<file path="src/pkg/mas_pkg.sv">
// Package for the motion axis status ports: register map, field positions, timing.
// Assumes a 32-bit APB slave on pclk; status words are 16 bits in the low lanes.
package mas_pkg;
  // Register byte offsets.
  localparam logic [11:0] MAS_SERVO_ORIGIN_STATUS_OFS    = 12'h000;
  localparam logic [11:0] MAS_IRQ_AND_GP_IO_STATUS_OFS   = 12'h004;
  localparam logic [11:0] MAS_COUNTER_COMPARE_STATUS_OFS = 12'h008;
  localparam logic [11:0] MAS_CONTROL_OFS                = 12'h00c;
  localparam logic [11:0] MAS_COMMAND_OFS                = 12'h010;
  // Servo and origin status field positions.
  localparam int MAS_ORIGIN_BIT    = 11;
  localparam int MAS_CLEAR_BIT     = 12;
  localparam int MAS_SETTLED_BIT   = 13;
  localparam int MAS_ALARM_BIT     = 14;
  localparam int MAS_SETTLE_BIT    = 15;
  // Interrupt and general I/O status field positions.
  localparam int MAS_IRQ_LO_BIT    = 0;
  localparam int MAS_IRQ3_BIT      = 3;
  localparam int MAS_GENERAL_OUTPUT_ZERO_BIT      = 4;
  localparam int MAS_OUTA_BIT      = 5;
  localparam int MAS_OUTB_BIT      = 6;
  localparam int MAS_CYC_BIT       = 7;
  localparam int MAS_GIO0_BIT      = 8;
  localparam int MAS_GIO1_BIT      = 9;
  localparam int MAS_IN0_BIT       = 15;
  // Counter compare status field positions.
  localparam int MAS_POS_CMP_BIT   = 0;
  localparam int MAS_POS_OVF_BIT   = 3;
  localparam int MAS_PLS_CMP_BIT   = 4;
  localparam int MAS_PLS_OVF_BIT   = 7;
  // Control register fields.
  localparam int MAS_CTL_ORIGIN    = 0;
  localparam int MAS_CTL_CLEAR     = 1;
  localparam int MAS_CTL_SETTLE_EN = 2;
  localparam int MAS_CTL_RESV_EN   = 3;
  localparam int MAS_CTL_GENERAL_OUTPUT_ZERO      = 4;
  localparam int MAS_CTL_INTA_EN   = 5;
  // Command register bits, write one to act.
  localparam int MAS_CMD_IRQ_CLR   = 0;
  localparam int MAS_CMD_POS_PRE   = 1;
  localparam int MAS_CMD_PLS_PRE   = 2;
  localparam int MAS_CMD_IRQ0_CLR  = 3;
  localparam int MAS_CMD_IRQ1_CLR  = 4;
  localparam int MAS_CMD_IRQ2_CLR  = 5;
  // Reset values.
  localparam logic [5:0]  MAS_CTL_RESET = 6'h00;
  localparam logic [15:0] MAS_ZERO16    = 16'h0000;
  localparam logic [31:0] MAS_ZERO32    = 32'h0000_0000;
  // Clock rate, kept for any later timing.
  localparam int MAS_CLK_HZ = 10_000_000;

  // Servo handshake inputs, all from pins.
  typedef struct packed {
    logic settled;
    logic alarm;
    logic in0;
  } mas_servo_in_t;

  // Event pulses and output levels from the axis engine, same clock domain.
  typedef struct packed {
    logic       pulse_done;
    logic       settle_timeout;
    logic       immediate_stop;
    logic [2:0] irq_set;
    logic       reserve_cause;
    logic       cycle_match;
    logic       error_lvl;
    logic       fstop_lvl;
    logic       outa_lvl;
    logic       outb_lvl;
    logic [2:0] pos_match;
    logic [2:0] pos_release;
    logic       pos_ovf;
    logic [2:0] pls_match;
    logic [2:0] pls_release;
    logic       pls_ovf;
  } mas_events_t;
endpackage

</file>
<file path="src/hw/mas_status.sv">
// Motion axis status ports: three read-only status words behind an APB slave.
// Assumes engine events arrive on pclk and servo pins arrive asynchronously.
// Notes on behaviour
// - Origin-recorded bit shows recorded machine origin.
// - Clear bit mirrors servo clear output level.
// - Settled bit shows active settled input.
// - Alarm bit shows active alarm input.
// - Settle-wait sets after pulses, clears on settled.
// - Timeout end or immediate stop clears settle-wait.
// - Settle-wait means busy; needs settled input enabled.
// - Status ports readable at any time.
// - Three irq lines stay until causes cleared.
// - The three irq lines can drive the shared bus interrupt.
// - Fourth irq shows reserved-queue discard cause.
// - Latched fourth irq clears queue until cleared.
// - Output-zero bit shows general output level.
// - Two routable output levels shown.
// - Cycle irq latched; error, stop outputs not.
// - Input-zero level shown; reserved bits zero.
// - Position compare flags set and clear.
// - Position overflow clears only on preset.
// - Pulse compare flags set and clear.
// - Pulse overflow clears only on preset.
`timescale 1ns/1ps
module mas_status import mas_pkg::*; (
  // APB.
  input  wire logic        pclk,
  input  wire logic        presetn,
  input  wire logic        clk_en,
  input  wire logic        psel,
  input  wire logic        penable,
  input  wire logic        pwrite,
  input  wire logic [11:0] paddr,
  input  wire logic [31:0] pwdata,
  input  wire logic [3:0]  pstrb,
  output logic      [31:0] prdata,
  output logic             pready,
  output logic             pslverr,
  // Servo pins and engine events.
  input  wire mas_servo_in_t servo_in,
  input  wire mas_events_t   ev,
  // Outputs to the axis and the bus.
  output logic             servo_clear_output,
  output logic             general_output_zero,
  output logic             settle_wait_flag,
  output logic             axis_busy,
  output logic             reserve_queue_flush,
  output logic             irq_line_three,
  output logic             inta_request
);
  mas_servo_in_t servo_s;
  logic [5:0]    ctl_q;
  logic [2:0]    irq_q;
  logic          irq3_q;
  logic          cyc_q;
  logic          settle_q;
  logic [2:0]    pos_cmp_q;
  logic [2:0]    pls_cmp_q;
  logic          pos_ovf_q;
  logic          pls_ovf_q;
  logic          wr_cmd;
  logic          wr_ctl;
  logic          rd_en;
  logic          mapped;
  logic [31:0]   cmd;
  logic [15:0]   st_servo;
  logic [15:0]   st_irq;
  logic [15:0]   st_cnt;
  logic [31:0]   rd_d;

  // Pins pass two flip-flops before any logic reads them.
  mas_sync #(.WIDTH(3)) u_sync (
    .pclk     (pclk),
    .presetn  (presetn),
    .clk_en   (clk_en),
    .async_in (servo_in),
    .sync_out (servo_s)
  );

  function automatic logic is_mapped(input logic [11:0] a);
    is_mapped = (a == MAS_SERVO_ORIGIN_STATUS_OFS) || (a == MAS_IRQ_AND_GP_IO_STATUS_OFS) ||
                (a == MAS_COUNTER_COMPARE_STATUS_OFS) || (a == MAS_CONTROL_OFS) ||
                (a == MAS_COMMAND_OFS);
  endfunction

  // Zero wait states; every access completes in its first access cycle.
  assign mapped = is_mapped(paddr);
  assign rd_en  = psel && penable && !pwrite && clk_en;
  assign wr_ctl = psel && penable && pwrite && clk_en && pstrb[0] &&
                  (paddr == MAS_CONTROL_OFS);
  assign wr_cmd = psel && penable && pwrite && clk_en && pstrb[0] &&
                  (paddr == MAS_COMMAND_OFS);
  assign cmd    = wr_cmd ? pwdata : MAS_ZERO32;

  // The control register holds origin, clear output and enables.
  always_ff @(posedge pclk or negedge presetn) begin
    if (!presetn) begin
      ctl_q <= MAS_CTL_RESET;
    end else if (wr_ctl) begin
      ctl_q <= pwdata[5:0];
    end
  end

  // Each request line holds until its own cause is cleared; set wins.
  mas_flag #(.WIDTH(3)) u_irq (
    .pclk    (pclk),
    .presetn (presetn),
    .clk_en  (clk_en),
    .set_in  (ev.irq_set),
    .clr_in  ({cmd[MAS_CMD_IRQ2_CLR], cmd[MAS_CMD_IRQ1_CLR], cmd[MAS_CMD_IRQ0_CLR]}),
    .flag_q  (irq_q)
  );

  // Fourth line latches a discard cause and interlocks the queue.
  always_ff @(posedge pclk or negedge presetn) begin
    if (!presetn) begin
      irq3_q <= 1'b0;
    end else if (clk_en) begin
      if (ctl_q[MAS_CTL_RESV_EN] && (ev.reserve_cause || ev.error_lvl || ev.fstop_lvl)) begin
        irq3_q <= 1'b1;
      end else if (cmd[MAS_CMD_IRQ_CLR] || !ctl_q[MAS_CTL_RESV_EN]) begin
        irq3_q <= 1'b0;
      end
    end
  end

  // The cycle compare output is edge-latched until the cause clear command.
  always_ff @(posedge pclk or negedge presetn) begin
    if (!presetn) begin
      cyc_q <= 1'b0;
    end else if (clk_en) begin
      if (ev.cycle_match) begin
        cyc_q <= 1'b1;
      end else if (cmd[MAS_CMD_IRQ_CLR]) begin
        cyc_q <= 1'b0;
      end
    end
  end

  // Settle wait: the end of pulses while settled is awaited.
  always_ff @(posedge pclk or negedge presetn) begin
    if (!presetn) begin
      settle_q <= 1'b0;
    end else if (clk_en) begin
      if (!ctl_q[MAS_CTL_SETTLE_EN]) begin
        settle_q <= 1'b0;
      end else if (servo_s.settled || ev.settle_timeout || ev.immediate_stop) begin
        settle_q <= 1'b0;
      end else if (ev.pulse_done) begin
        settle_q <= 1'b1;
      end
    end
  end

  // Counter compare flags clear on their own programmed release.
  mas_flag #(.WIDTH(3)) u_pos (
    .pclk    (pclk),
    .presetn (presetn),
    .clk_en  (clk_en),
    .set_in  (ev.pos_match),
    .clr_in  (ev.pos_release),
    .flag_q  (pos_cmp_q)
  );

  mas_flag #(.WIDTH(3)) u_pls (
    .pclk    (pclk),
    .presetn (presetn),
    .clk_en  (clk_en),
    .set_in  (ev.pls_match),
    .clr_in  (ev.pls_release),
    .flag_q  (pls_cmp_q)
  );

  // Overflow flags clear only on their preset commands; set wins.
  always_ff @(posedge pclk or negedge presetn) begin
    if (!presetn) begin
      pos_ovf_q <= 1'b0;
      pls_ovf_q <= 1'b0;
    end else if (clk_en) begin
      pos_ovf_q <= ev.pos_ovf | (pos_ovf_q & ~cmd[MAS_CMD_POS_PRE]);
      pls_ovf_q <= ev.pls_ovf | (pls_ovf_q & ~cmd[MAS_CMD_PLS_PRE]);
    end
  end

  // Status words are pure views; reading them has no side effect.
  always_comb begin
    st_servo = MAS_ZERO16;
    st_servo[MAS_ORIGIN_BIT]  = ctl_q[MAS_CTL_ORIGIN];
    st_servo[MAS_CLEAR_BIT]   = ctl_q[MAS_CTL_CLEAR];
    st_servo[MAS_SETTLED_BIT] = servo_s.settled;
    st_servo[MAS_ALARM_BIT]   = servo_s.alarm;
    st_servo[MAS_SETTLE_BIT]  = settle_q;
    st_irq = MAS_ZERO16;
    st_irq[MAS_IRQ_LO_BIT +: 3] = irq_q;
    st_irq[MAS_IRQ3_BIT]  = irq3_q;
    st_irq[MAS_GENERAL_OUTPUT_ZERO_BIT]  = ctl_q[MAS_CTL_GENERAL_OUTPUT_ZERO];
    st_irq[MAS_OUTA_BIT]  = ev.outa_lvl;
    st_irq[MAS_OUTB_BIT]  = ev.outb_lvl;
    st_irq[MAS_CYC_BIT]   = cyc_q;
    st_irq[MAS_GIO0_BIT]  = ev.error_lvl;
    st_irq[MAS_GIO1_BIT]  = ev.fstop_lvl;
    st_irq[MAS_IN0_BIT]   = servo_s.in0;
    st_cnt = MAS_ZERO16;
    st_cnt[MAS_POS_CMP_BIT +: 3] = pos_cmp_q;
    st_cnt[MAS_POS_OVF_BIT]      = pos_ovf_q;
    st_cnt[MAS_PLS_CMP_BIT +: 3] = pls_cmp_q;
    st_cnt[MAS_PLS_OVF_BIT]      = pls_ovf_q;
  end

  always_comb begin
    rd_d = MAS_ZERO32;
    case (paddr)
      MAS_SERVO_ORIGIN_STATUS_OFS:    rd_d = {16'h0000, st_servo};
      MAS_IRQ_AND_GP_IO_STATUS_OFS:   rd_d = {16'h0000, st_irq};
      MAS_COUNTER_COMPARE_STATUS_OFS: rd_d = {16'h0000, st_cnt};
      MAS_CONTROL_OFS:                rd_d = {26'h0000000, ctl_q};
      default:                        rd_d = MAS_ZERO32;
    endcase
  end

  // Read data is captured in setup so it leaves a flip-flop in the access cycle.
  always_ff @(posedge pclk or negedge presetn) begin
    if (!presetn) begin
      prdata  <= MAS_ZERO32;
      pready  <= 1'b0;
      pslverr <= 1'b0;
    end else if (clk_en) begin
      pready  <= psel && !penable;
      pslverr <= psel && !penable && !is_mapped(paddr);
      prdata  <= (psel && !penable && !pwrite) ? rd_d : MAS_ZERO32;
    end
  end

  // Axis- and bus-facing outputs, all registered.
  always_ff @(posedge pclk or negedge presetn) begin
    if (!presetn) begin
      servo_clear_output  <= 1'b0;
      general_output_zero <= 1'b0;
      settle_wait_flag    <= 1'b0;
      axis_busy           <= 1'b0;
      reserve_queue_flush <= 1'b0;
      irq_line_three      <= 1'b0;
      inta_request        <= 1'b0;
    end else if (clk_en) begin
      servo_clear_output  <= ctl_q[MAS_CTL_CLEAR];
      general_output_zero <= ctl_q[MAS_CTL_GENERAL_OUTPUT_ZERO];
      settle_wait_flag    <= settle_q;
      axis_busy           <= settle_q;
      reserve_queue_flush <= irq3_q;
      irq_line_three      <= irq3_q;
      inta_request        <= ctl_q[MAS_CTL_INTA_EN] && (|irq_q);
    end
  end

  AST_SETTLE_CLR: assert property (@(posedge pclk) disable iff (!presetn)
    clk_en && settle_q && servo_s.settled |=> !settle_q)
    else $error("Settle wait not cleared by settled input.");

  AST_SETTLE_SET: assert property (@(posedge pclk) disable iff (!presetn)
    clk_en && ctl_q[MAS_CTL_SETTLE_EN] && ev.pulse_done && !servo_s.settled &&
    !ev.settle_timeout && !ev.immediate_stop |=> settle_q)
    else $error("Settle wait not set after pulse end.");

  AST_IRQ_HOLD: assert property (@(posedge pclk) disable iff (!presetn)
    clk_en && irq_q[0] && !cmd[MAS_CMD_IRQ0_CLR] |=> irq_q[0])
    else $error("Irq line zero dropped without clear.");

  AST_IRQ3_LATCH: assert property (@(posedge pclk) disable iff (!presetn)
    irq3_q && !cmd[MAS_CMD_IRQ_CLR] && ctl_q[MAS_CTL_RESV_EN] |=> irq3_q ##1 reserve_queue_flush)
    else $error("Fourth irq latch lost or flush missing.");

  AST_POS_OVF: assert property (@(posedge pclk) disable iff (!presetn)
    clk_en && ev.pos_ovf |=> pos_ovf_q)
    else $error("Position overflow not set.");

  AST_PLS_OVF: assert property (@(posedge pclk) disable iff (!presetn)
    pls_ovf_q && !cmd[MAS_CMD_PLS_PRE] |=> pls_ovf_q)
    else $error("Pulse overflow cleared without preset.");

  AST_RESV_ZERO: assert property (@(posedge pclk) disable iff (!presetn)
    st_irq[14:10] == 5'h00)
    else $error("Reserved status bits not zero.");

  AST_READY: assert property (@(posedge pclk) disable iff (!presetn)
    clk_en && psel && !penable ##1 clk_en |-> pready)
    else $error("Status read not answered.");

  AST_CLR_OUT: assert property (@(posedge pclk) disable iff (!presetn)
    clk_en |=> servo_clear_output == $past(ctl_q[MAS_CTL_CLEAR]))
    else $error("Clear output does not follow control.");
endmodule

</file>
<file path="src/hw/mas_sync.sv">
// Two-stage synchroniser for a bundle of pin levels.
// Assumes the inputs come from outside the pclk domain.
`timescale 1ns/1ps
module mas_sync import mas_pkg::*; #(
  parameter int WIDTH = 3
) (
  // Clock and reset.
  input  wire logic             pclk,
  input  wire logic             presetn,
  input  wire logic             clk_en,
  // Levels.
  input  wire logic [WIDTH-1:0] async_in,
  output logic      [WIDTH-1:0] sync_out
);
  logic [WIDTH-1:0] meta_q;

  // Refused at elaboration, not at run time.
  if (WIDTH < 1) begin : g_width_check
    $error("mas_sync: WIDTH must be at least one.");
  end

  // The first stage is read only by the second.
  always_ff @(posedge pclk or negedge presetn) begin
    if (!presetn) begin
      meta_q   <= '0;
      sync_out <= '0;
    end else if (clk_en) begin
      meta_q   <= async_in;
      sync_out <= meta_q;
    end
  end
endmodule

</file>
<file path="src/hw/mas_flag.sv">
// Sticky flag bank: a set event wins over a clear in the same cycle.
// Assumes set and clear are single-cycle pulses on pclk.
`timescale 1ns/1ps
module mas_flag import mas_pkg::*; #(
  parameter int WIDTH = 3
) (
  // Clock and reset.
  input  wire logic             pclk,
  input  wire logic             presetn,
  input  wire logic             clk_en,
  // Events.
  input  wire logic [WIDTH-1:0] set_in,
  input  wire logic [WIDTH-1:0] clr_in,
  output logic      [WIDTH-1:0] flag_q
);
  // Refused at elaboration, not at run time.
  if (WIDTH < 1) begin : g_width_check
    $error("mas_flag: WIDTH must be at least one.");
  end

  always_ff @(posedge pclk or negedge presetn) begin
    if (!presetn) begin
      flag_q <= '0;
    end else if (clk_en) begin
      flag_q <= set_in | (flag_q & ~clr_in);
    end
  end
endmodule

</file>
<file path="config.mk">
export PLATFORM = sky130hd
export DESIGN_NAME = mas_status
export DESIGN_NICKNAME = d
export VERILOG_FILES = /design/src/pkg/mas_pkg.sv /design/src/hw/mas_status.sv /design/src/hw/mas_sync.sv /design/src/hw/mas_flag.sv
export SDC_FILE = /design/constraint.sdc
export NUM_CORES = 1
export LEC_CHECK = 0
export BUFFER_PORTS_ARGS = -buffer_cell sky130_fd_sc_hd__buf_4
export CORE_UTILIZATION = 25
export DETAILED_ROUTE_END_ITERATION = 10
export MAX_ROUTING_LAYER = met4
export PLACE_DENSITY_LB_ADDON = 0.2
export SETUP_SLACK_MARGIN = 0.05
export SKIP_CTS_REPAIR_TIMING = 1
export SYNTH_ARGS = -nofsm -noshare
export SYNTH_HDL_FRONTEND = slang
export SYNTH_SLANG_ARGS = --single-unit
</file>
<file path="constraint.sdc">
create_clock -name pclk -period 2.2 [get_ports pclk]
set_clock_uncertainty 0.2 [all_clocks]
set_input_delay 0.11 -clock pclk [delete_from_list [all_inputs] [get_ports pclk]]
set_output_delay 0.11 -clock pclk [all_outputs]
set_load 0.03 [all_outputs]
</file>
==> results.py, run 1 <==
metrics = {
    "setup_path": {
        "endpoint": "settle_q$_DFFE_PN0P_",
        "critPathMostFrequentCell": "dlygate4sd3_1",
        "start_kind": "input port",
        "critPathKind": "in2reg",
        "critPathArrivalTime_ns": 2.12,
        "cp-end-kind": "flip-flop",
        "r2r_start": "u_sync.sync_out[2]$_DFFE_PN0P_",
        "r2r_cells": 3,
        "slowest_stage": "or4b_2",
        "max_stage_delay_ns": 0.62,
        "critPathRequiredTime_ns": 2.22,
        "critPathLaunch": "ev[24]",
        "worstPathCellList": "dlygate4sd3_1 -> buf_4 -> or4b_2 -> dlygate4sd3_1 -> a21oi_1",
        "cp_max_fo": 1,
        "r2r-end": "settle_q$_DFFE_PN0P_",
        "r2r_slack_ns": 0.14,
    },
    "grt": {
        "grt_pass1_wl_mm": 9.487,
        "overflow": 0,
        "grt_max_degree": 49,
        "grt_pass1_vias": 1769,
        "antenna_found_initial": 0,
        "grt_usage_pct": 13.40,
    },
    "place": {
        "place.gp.congestion": 0.7463,
        "dp_hpwl_mm": 4.277,
        "dp_cells": 366,
        "dpl_cell_area_um2": 2900,
        "io_buffers": 77,
    },
    "clock_tree": {
        "cts_tree": "built",
        "root_buffer": "clkbuf_8",
        "path_clk_slew_ns": 0.08,
        "clkLatencyLatePin_ns": 0.29,
        "cts_max_level": 2,
        "cts_num_sinks": 48,
        "clk_path_buf_depth": 2,
        "cts_made_buffers": 5,
    },
    "cells_and_area": {
        "areaGrowthSynthToFinish_pct": 48.92,
        "nets": 387,
        "fin_area_um2": 3359,
        "antennaDiodeCount": 0,
        "num-fill-cells": 885,
        "final_common_cell": "buf_4",
        "layout_common_cells": "buf_4, dfrtp_1, dlygate4sd3_1",
        "final_cells": 410,
        "layout-drive-gt1-share_pct": 37.42,
    },
    "floorplanning": {
        "dieArea_um2": 9407,
        "core-area_um2": 8721,
        "floorplan.die.height_um": 96.99,
        "die-width_um": 96.99,
        "start_util_pct": 25.87,
        "io_pins": 124,
        "rows": 34,
    },
    "run": {
        "maxCapViolCount": 0,
    },
    "hold_path": {
        "hold_depth": 3,
        "worstHoldPathType": "in2reg",
    },
    "sta": {
        "worst_slew_pin_slew_ns": 0.7288,
        "period_share_pct": 95.41,
        "whs_ns": -0.05519,
        "setup_violations": 0,
        "rsz0062_at_grt": "false",
        "relSlewSlack_pct": 51.31,
        "clock.fmax_ghz": 0.4764,
        "finalMaxSlewViolations": 0,
        "final_hold_viol_count": 1,
        "setup_tns_ns": 0,
        "period_needed_ns": 2.099,
    },
    "synth": {
        "yosysTopAreaCellShare_pct": 53.24,
        "avgSynthCellArea_um2": 12.13,
        "synth_area_leaders": "dfrtp_1, mux2_2, buf_4",
        "synthDistinctLibCells": 39,
        "yosys_warnings": 0,
        "synth.cell_area_um2": 2256,
        "ys_seq_area_share_pct": 53.24,
        "yosysTopAreaCell": "dfrtp_1",
        "synth_seq_cells": 48,
        "postSynthCellCount": 186,
    },
    "route": {
        "detail_route.vias_per_cell": 4.563,
        "ant_nets": 0,
        "vias": 1871,
        "drt_iter0_markers": 34,
        "wirelength_mm": 6.031,
        "wire_per_inst_um": 14.71,
        "drcViolationCount": 0,
        "drt-pass1-iter-count": 4,
    },
    "power": {
        "ir_worst_vdd_mv": 0.2041,
        "leakage_nw": 1.585,
        "power_density_nw_per_um2": 510.7,
    },
    "run_status": {
        "violations": "hold timing",
        "outcome": "finished with violations",
    },
}
[sequential cells by signal, indices dropped and copies added, names as in the netlist]
register	count
pslverr	1
irq3_q	1
servo_clear_output	1
cyc_q	1
u_sync.meta_q	3
general_output_zero	1
reserve_queue_flush	1
u_pos.flag_q	3
pready	1
u_irq.flag_q	3
settle_wait_flag	1
inta_request	1
prdata	15
ctl_q	6
u_sync.sync_out	3
settle_q	1
pls_ovf_q	1
pos_ovf_q	1
u_pls.flag_q	3
[layer usage]
| layer | part of all wire, % | global-route usage (%) | wire, um | up-vias |
|---|---|---|---|---|
| met5 | 0 | - | 0 | - |
| met3 | 4.9 | 3.035 | 296 | 6 |
| met1 | 47 | 17.83 | 2863 | 909 |
| li1 | - | - | - | 895 |
| met2 | 46 | 20.48 | 2799 | 61 |
| met4 | 1.2 | 3.789 | 71 | 0 |
[power breakdown]
group / total, W / switching (W) / internal (W)
logic: 0.000312 / 0.000150 / 0.000162
clock network: 0.000471 / 0.000265 / 0.000206
registers: 0.000932 / 0.0000189 / 0.000914
total: 0.00172 / 0.000435 / 0.00128
[worst max-delay path: cells and delay by family]
kind / cells / cell delay (ns)
compound gates: 1 / 0.15
buf+inv: 3 / 1.24
simple gates: 1 / 0.62
[per-stage QoR]
stage / hold slack, ns / setup WS, ns / utilization, % / power [W]
2_1_floorplan: -0.3856 / 0.4903 / - / 0.001098
3_3_place_gp: -0.03154 / 0.2346 / 33.26 / 0.001205
3_5_place_dp: -0.03293 / 0.2448 / 33.26 / 0.001207
4_1_cts: -0.3546 / 0.5484 / 34.05 / 0.001678
5_1_grt: 0.01165 / 0.06585 / 38.52 / 0.001805
6_report: -0.05519 / 0.1009 / 38.52 / 0.001716
[cell usage after synthesis, drive strengths merged]
cell	number
dfrtp	48
buf	21
mux2	17
a22o	11
a221o	10
a22oi	8
nand2	8
nor2	8
nor2b	7
clkbuf	6
a21oi	4
inv	4
nand3	3
nor4	3
o21ai	3
o2bb2ai	3
a32o	2
nand3b	2
nand4	2
nor3	2
a21o	1
a31oi	1
and3	1
and4	1
and4b	1
conb	1
mux2i	1
nor3b	1
nor4b	1
nor4bb	1
o21a	1
o21ba	1
o311ai	1
or4b	1
[kinds of logic after synthesis]
logic type	Yosys count	share of synthesized area (%)
compound gates	46	16.75
buf+inv	31	8.374
other cells	1	0.1662
flops	48	53.24
simple gates	42	12.54
mux	18	8.929
[how the worst min path moves through the flow]
stage,startpoint,endpoint,slack (ns)
4_1_cts,presetn,settle_wait_flag$_DFFE_PN0P_,-0.35
3_3_place_gp,presetn,settle_wait_flag$_DFFE_PN0P_,-0.03
3_5_place_dp,presetn,settle_wait_flag$_DFFE_PN0P_,-0.03
5_1_grt,penable,pready$_DFFE_PN0P_,0.01
2_1_floorplan,presetn,ctl_q[0]$_DFFE_PN0P_,-0.39
6_report,penable,pready$_DFFE_PN0P_,-0.06
[cell type report]
class | count | area [um2] | share of cell area [%]
clock buffers | 5 | 68.82 | 2.048
repair buffers | 122 | 1013 | 30.17
well taps | 108 | 135.1 | 4.022
multi-input cells | 123 | 925.9 | 27.56
flip-flops and latches | 48 | 1201 | 35.75
inverters | 4 | 15.01 | 0.4469
Power figures use the tool's default switching activity.
==> run 2: changes to the inputs <==
--- a/config.mk
+++ b/config.mk
@@ -6,6 +6,8 @@
 export NUM_CORES = 1
 export LEC_CHECK = 0
 export BUFFER_PORTS_ARGS = -buffer_cell sky130_fd_sc_hd__buf_4
+export CELL_PAD_IN_SITES_DETAIL_PLACEMENT = 1
+export CELL_PAD_IN_SITES_GLOBAL_PLACEMENT = 2
 export CORE_UTILIZATION = 25
 export DETAILED_ROUTE_END_ITERATION = 10
 export MAX_ROUTING_LAYER = met4
==> results.py, run 2 (synthesis results as in run 1) <==
metrics = {
    "route": {
        "vias": 1908,
        "wire_per_inst_um": 15.62,
        "drcViolationCount": 0,
        "drt_iter0_markers": 77,
        "drt-pass1-iter-count": 4,
        "wirelength_mm": 6.468,
        "detail_route.vias_per_cell": 4.609,
        "ant_nets": 0,
    },
    "setup_path": {
        "cp_max_fo": 38,
        "critPathRequiredTime_ns": 2.19,
        "slowest_stage": "dlygate4sd3_1",
        "start_kind": "input port",
        "cpLargestDelayFamily": "buffers and inverters",
        "max_stage_delay_ns": 0.55,
        "critPathBufInv": 4,
        "worstPathCellList": "buf_4 -> buf_4 -> inv_1 -> a32o_1 -> dlygate4sd3_1",
        "critPathKind": "in2reg",
        "cp-end-kind": "flip-flop",
        "critPathArrivalTime_ns": 1.90,
        "critPathMostFrequentCell": "buf_4",
    },
    "grt": {
        "overflow": 0,
        "antenna_found_initial": 0,
        "grt_pass1_wl_mm": 9.984,
        "grt_pass1_vias": 1823,
        "grtUsageMet3_pct": 2.673,
        "use_met1_pct": 18.67,
        "top_usage_layer": "met2",
        "grt_max_degree": 49,
        "use_met2_pct": 21.45,
        "grt_usage_pct": 13.99,
    },
    "place": {
        "io_buffers": 77,
        "dp_slack_ns": 0.2445,
        "place.gp.congestion": 0.7260,
        "dp_hpwl_mm": 4.518,
    },
    "floorplanning": {
        "die-width_um": 96.99,
        "core-area_um2": 8721,
        "dieArea_um2": 9407,
        "io_pins": 124,
        "start_util_pct": 25.87,
        "floorplan.die.height_um": 96.99,
        "rows": 34,
    },
    "run_status": {
        "outcome": "finished with violations",
        "violations": "hold timing",
    },
    "sta": {
        "final_hold_viol_count": 1,
        "period_needed_ns": 1.907,
        "setup_tns_ns": 0,
        "worst_slew_pin_slew_ns": 0.6345,
        "setup_violations": 0,
        "whs_ns": -0.01854,
        "relSlewSlack_pct": 57.61,
        "finalWorstSetupSlack_ns": 0.2925,
        "period_share_pct": 86.70,
        "finalMaxSlewViolations": 0,
        "rsz0062_at_grt": "false",
        "clock.fmax_ghz": 0.5242,
    },
    "clock_tree": {
        "root_buffer": "clkbuf_8",
        "path_clk_slew_ns": 0.09,
        "cts_made_buffers": 5,
        "clk_path_buf_depth": 2,
        "clkLatencyLatePin_ns": 0.30,
        "cts_num_sinks": 48,
        "cts_max_level": 2,
        "cts_tree": "built",
    },
    "power": {
        "power_density_nw_per_um2": 527.5,
        "leakage_nw": 1.600,
        "ir_worst_vdd_mv": 0.2174,
        "total_power_w": 0.001787,
    },
    "cells_and_area": {
        "num-fill-cells": 966,
        "antennaDiodeCount": 0,
        "layout-drive-gt1-share_pct": 38.24,
        "largest_registers": "prdata (15), ctl_q (6)",
        "nets": 388,
        "largest_reg_flops": 15,
        "final_common_cell": "buf_4",
        "layout_common_cells": "buf_4, dfrtp_1, dlygate4sd3_1",
        "top_register": "prdata",
        "areaGrowthSynthToFinish_pct": 50.19,
    },
    "hold_path": {
        "worstHoldPathType": "in2reg",
    },
    "run": {
        "maxCapViolCount": 0,
    },
}
## run 2: changes by cell type in the layout (fill, tap and decap cells not counted), sizes merged
cell,delta
clkinvlp,+1
buf,+1
inv,+1
clkinv,+1
## run 2: through the flow
step	hold slack (ns)	utilization, %	instance area [um2]	cells
after floorplan	-0.3856	-	2316	202
after global placement	-0.02203	33.34	2908	367
after detailed placement	-0.02789	33.34	2908	367
after CTS	-0.3634	34.38	2998	375
after global routing	0.01810	38.85	3388	414
final	-0.01854	38.85	3388	414
## run 2: worst min-delay path, cell delays in order
cell	delay [ns]
buf_4	0.08
a22oi_1	0.06
nor2_1	0.09
a221o_1	0.11
## run 2: metal layers
metal	share of wire [%]	wire length, um
met5	0	0
met4	0.91	59
met3	4.1	268
met2	48	3112
met1	47	3028
## run 2: layout make-up
type                            count  area [um2]  area share (%)
Inverter                            4       15.01          0.4431
Clock inverter                      3       21.27          0.6278
Tap cell                          108       135.1           3.988
Multi-Input combinational cell    123       925.9           27.33
Timing Repair Buffer              123        1021           30.13
Sequential cell                    48        1201           35.45
Clock buffer                        5       68.82           2.031
## run 2: power breakdown
part | switching (W) | internal, W
registers | 0.0000216 | 0.000914
clock network | 0.000309 | 0.000226
logic | 0.000154 | 0.000163
total | 0.000485 | 0.00130
## run 2: worst paths after layout
kind,from,end,slack (ns),depth (start not counted)
min,ev[15],prdata[5]$_DFFE_PN0P_,-0.02,4
max,clk_en,prdata[8]$_DFFE_PN0P_,0.29,5
min reg2reg,pslverr$_DFFE_PN0P_,pslverr$_DFFE_PN0P_,0.29,1
max in group asynchronous,presetn,prdata[4]$_DFFE_PN0P_,1.20,2
max reg2reg,u_sync.sync_out[2]$_DFFE_PN0P_,settle_q$_DFFE_PN0P_,0.60,2
min in group asynchronous,presetn,u_sync.meta_q[0]$_DFFE_PN0P_,0.16,2
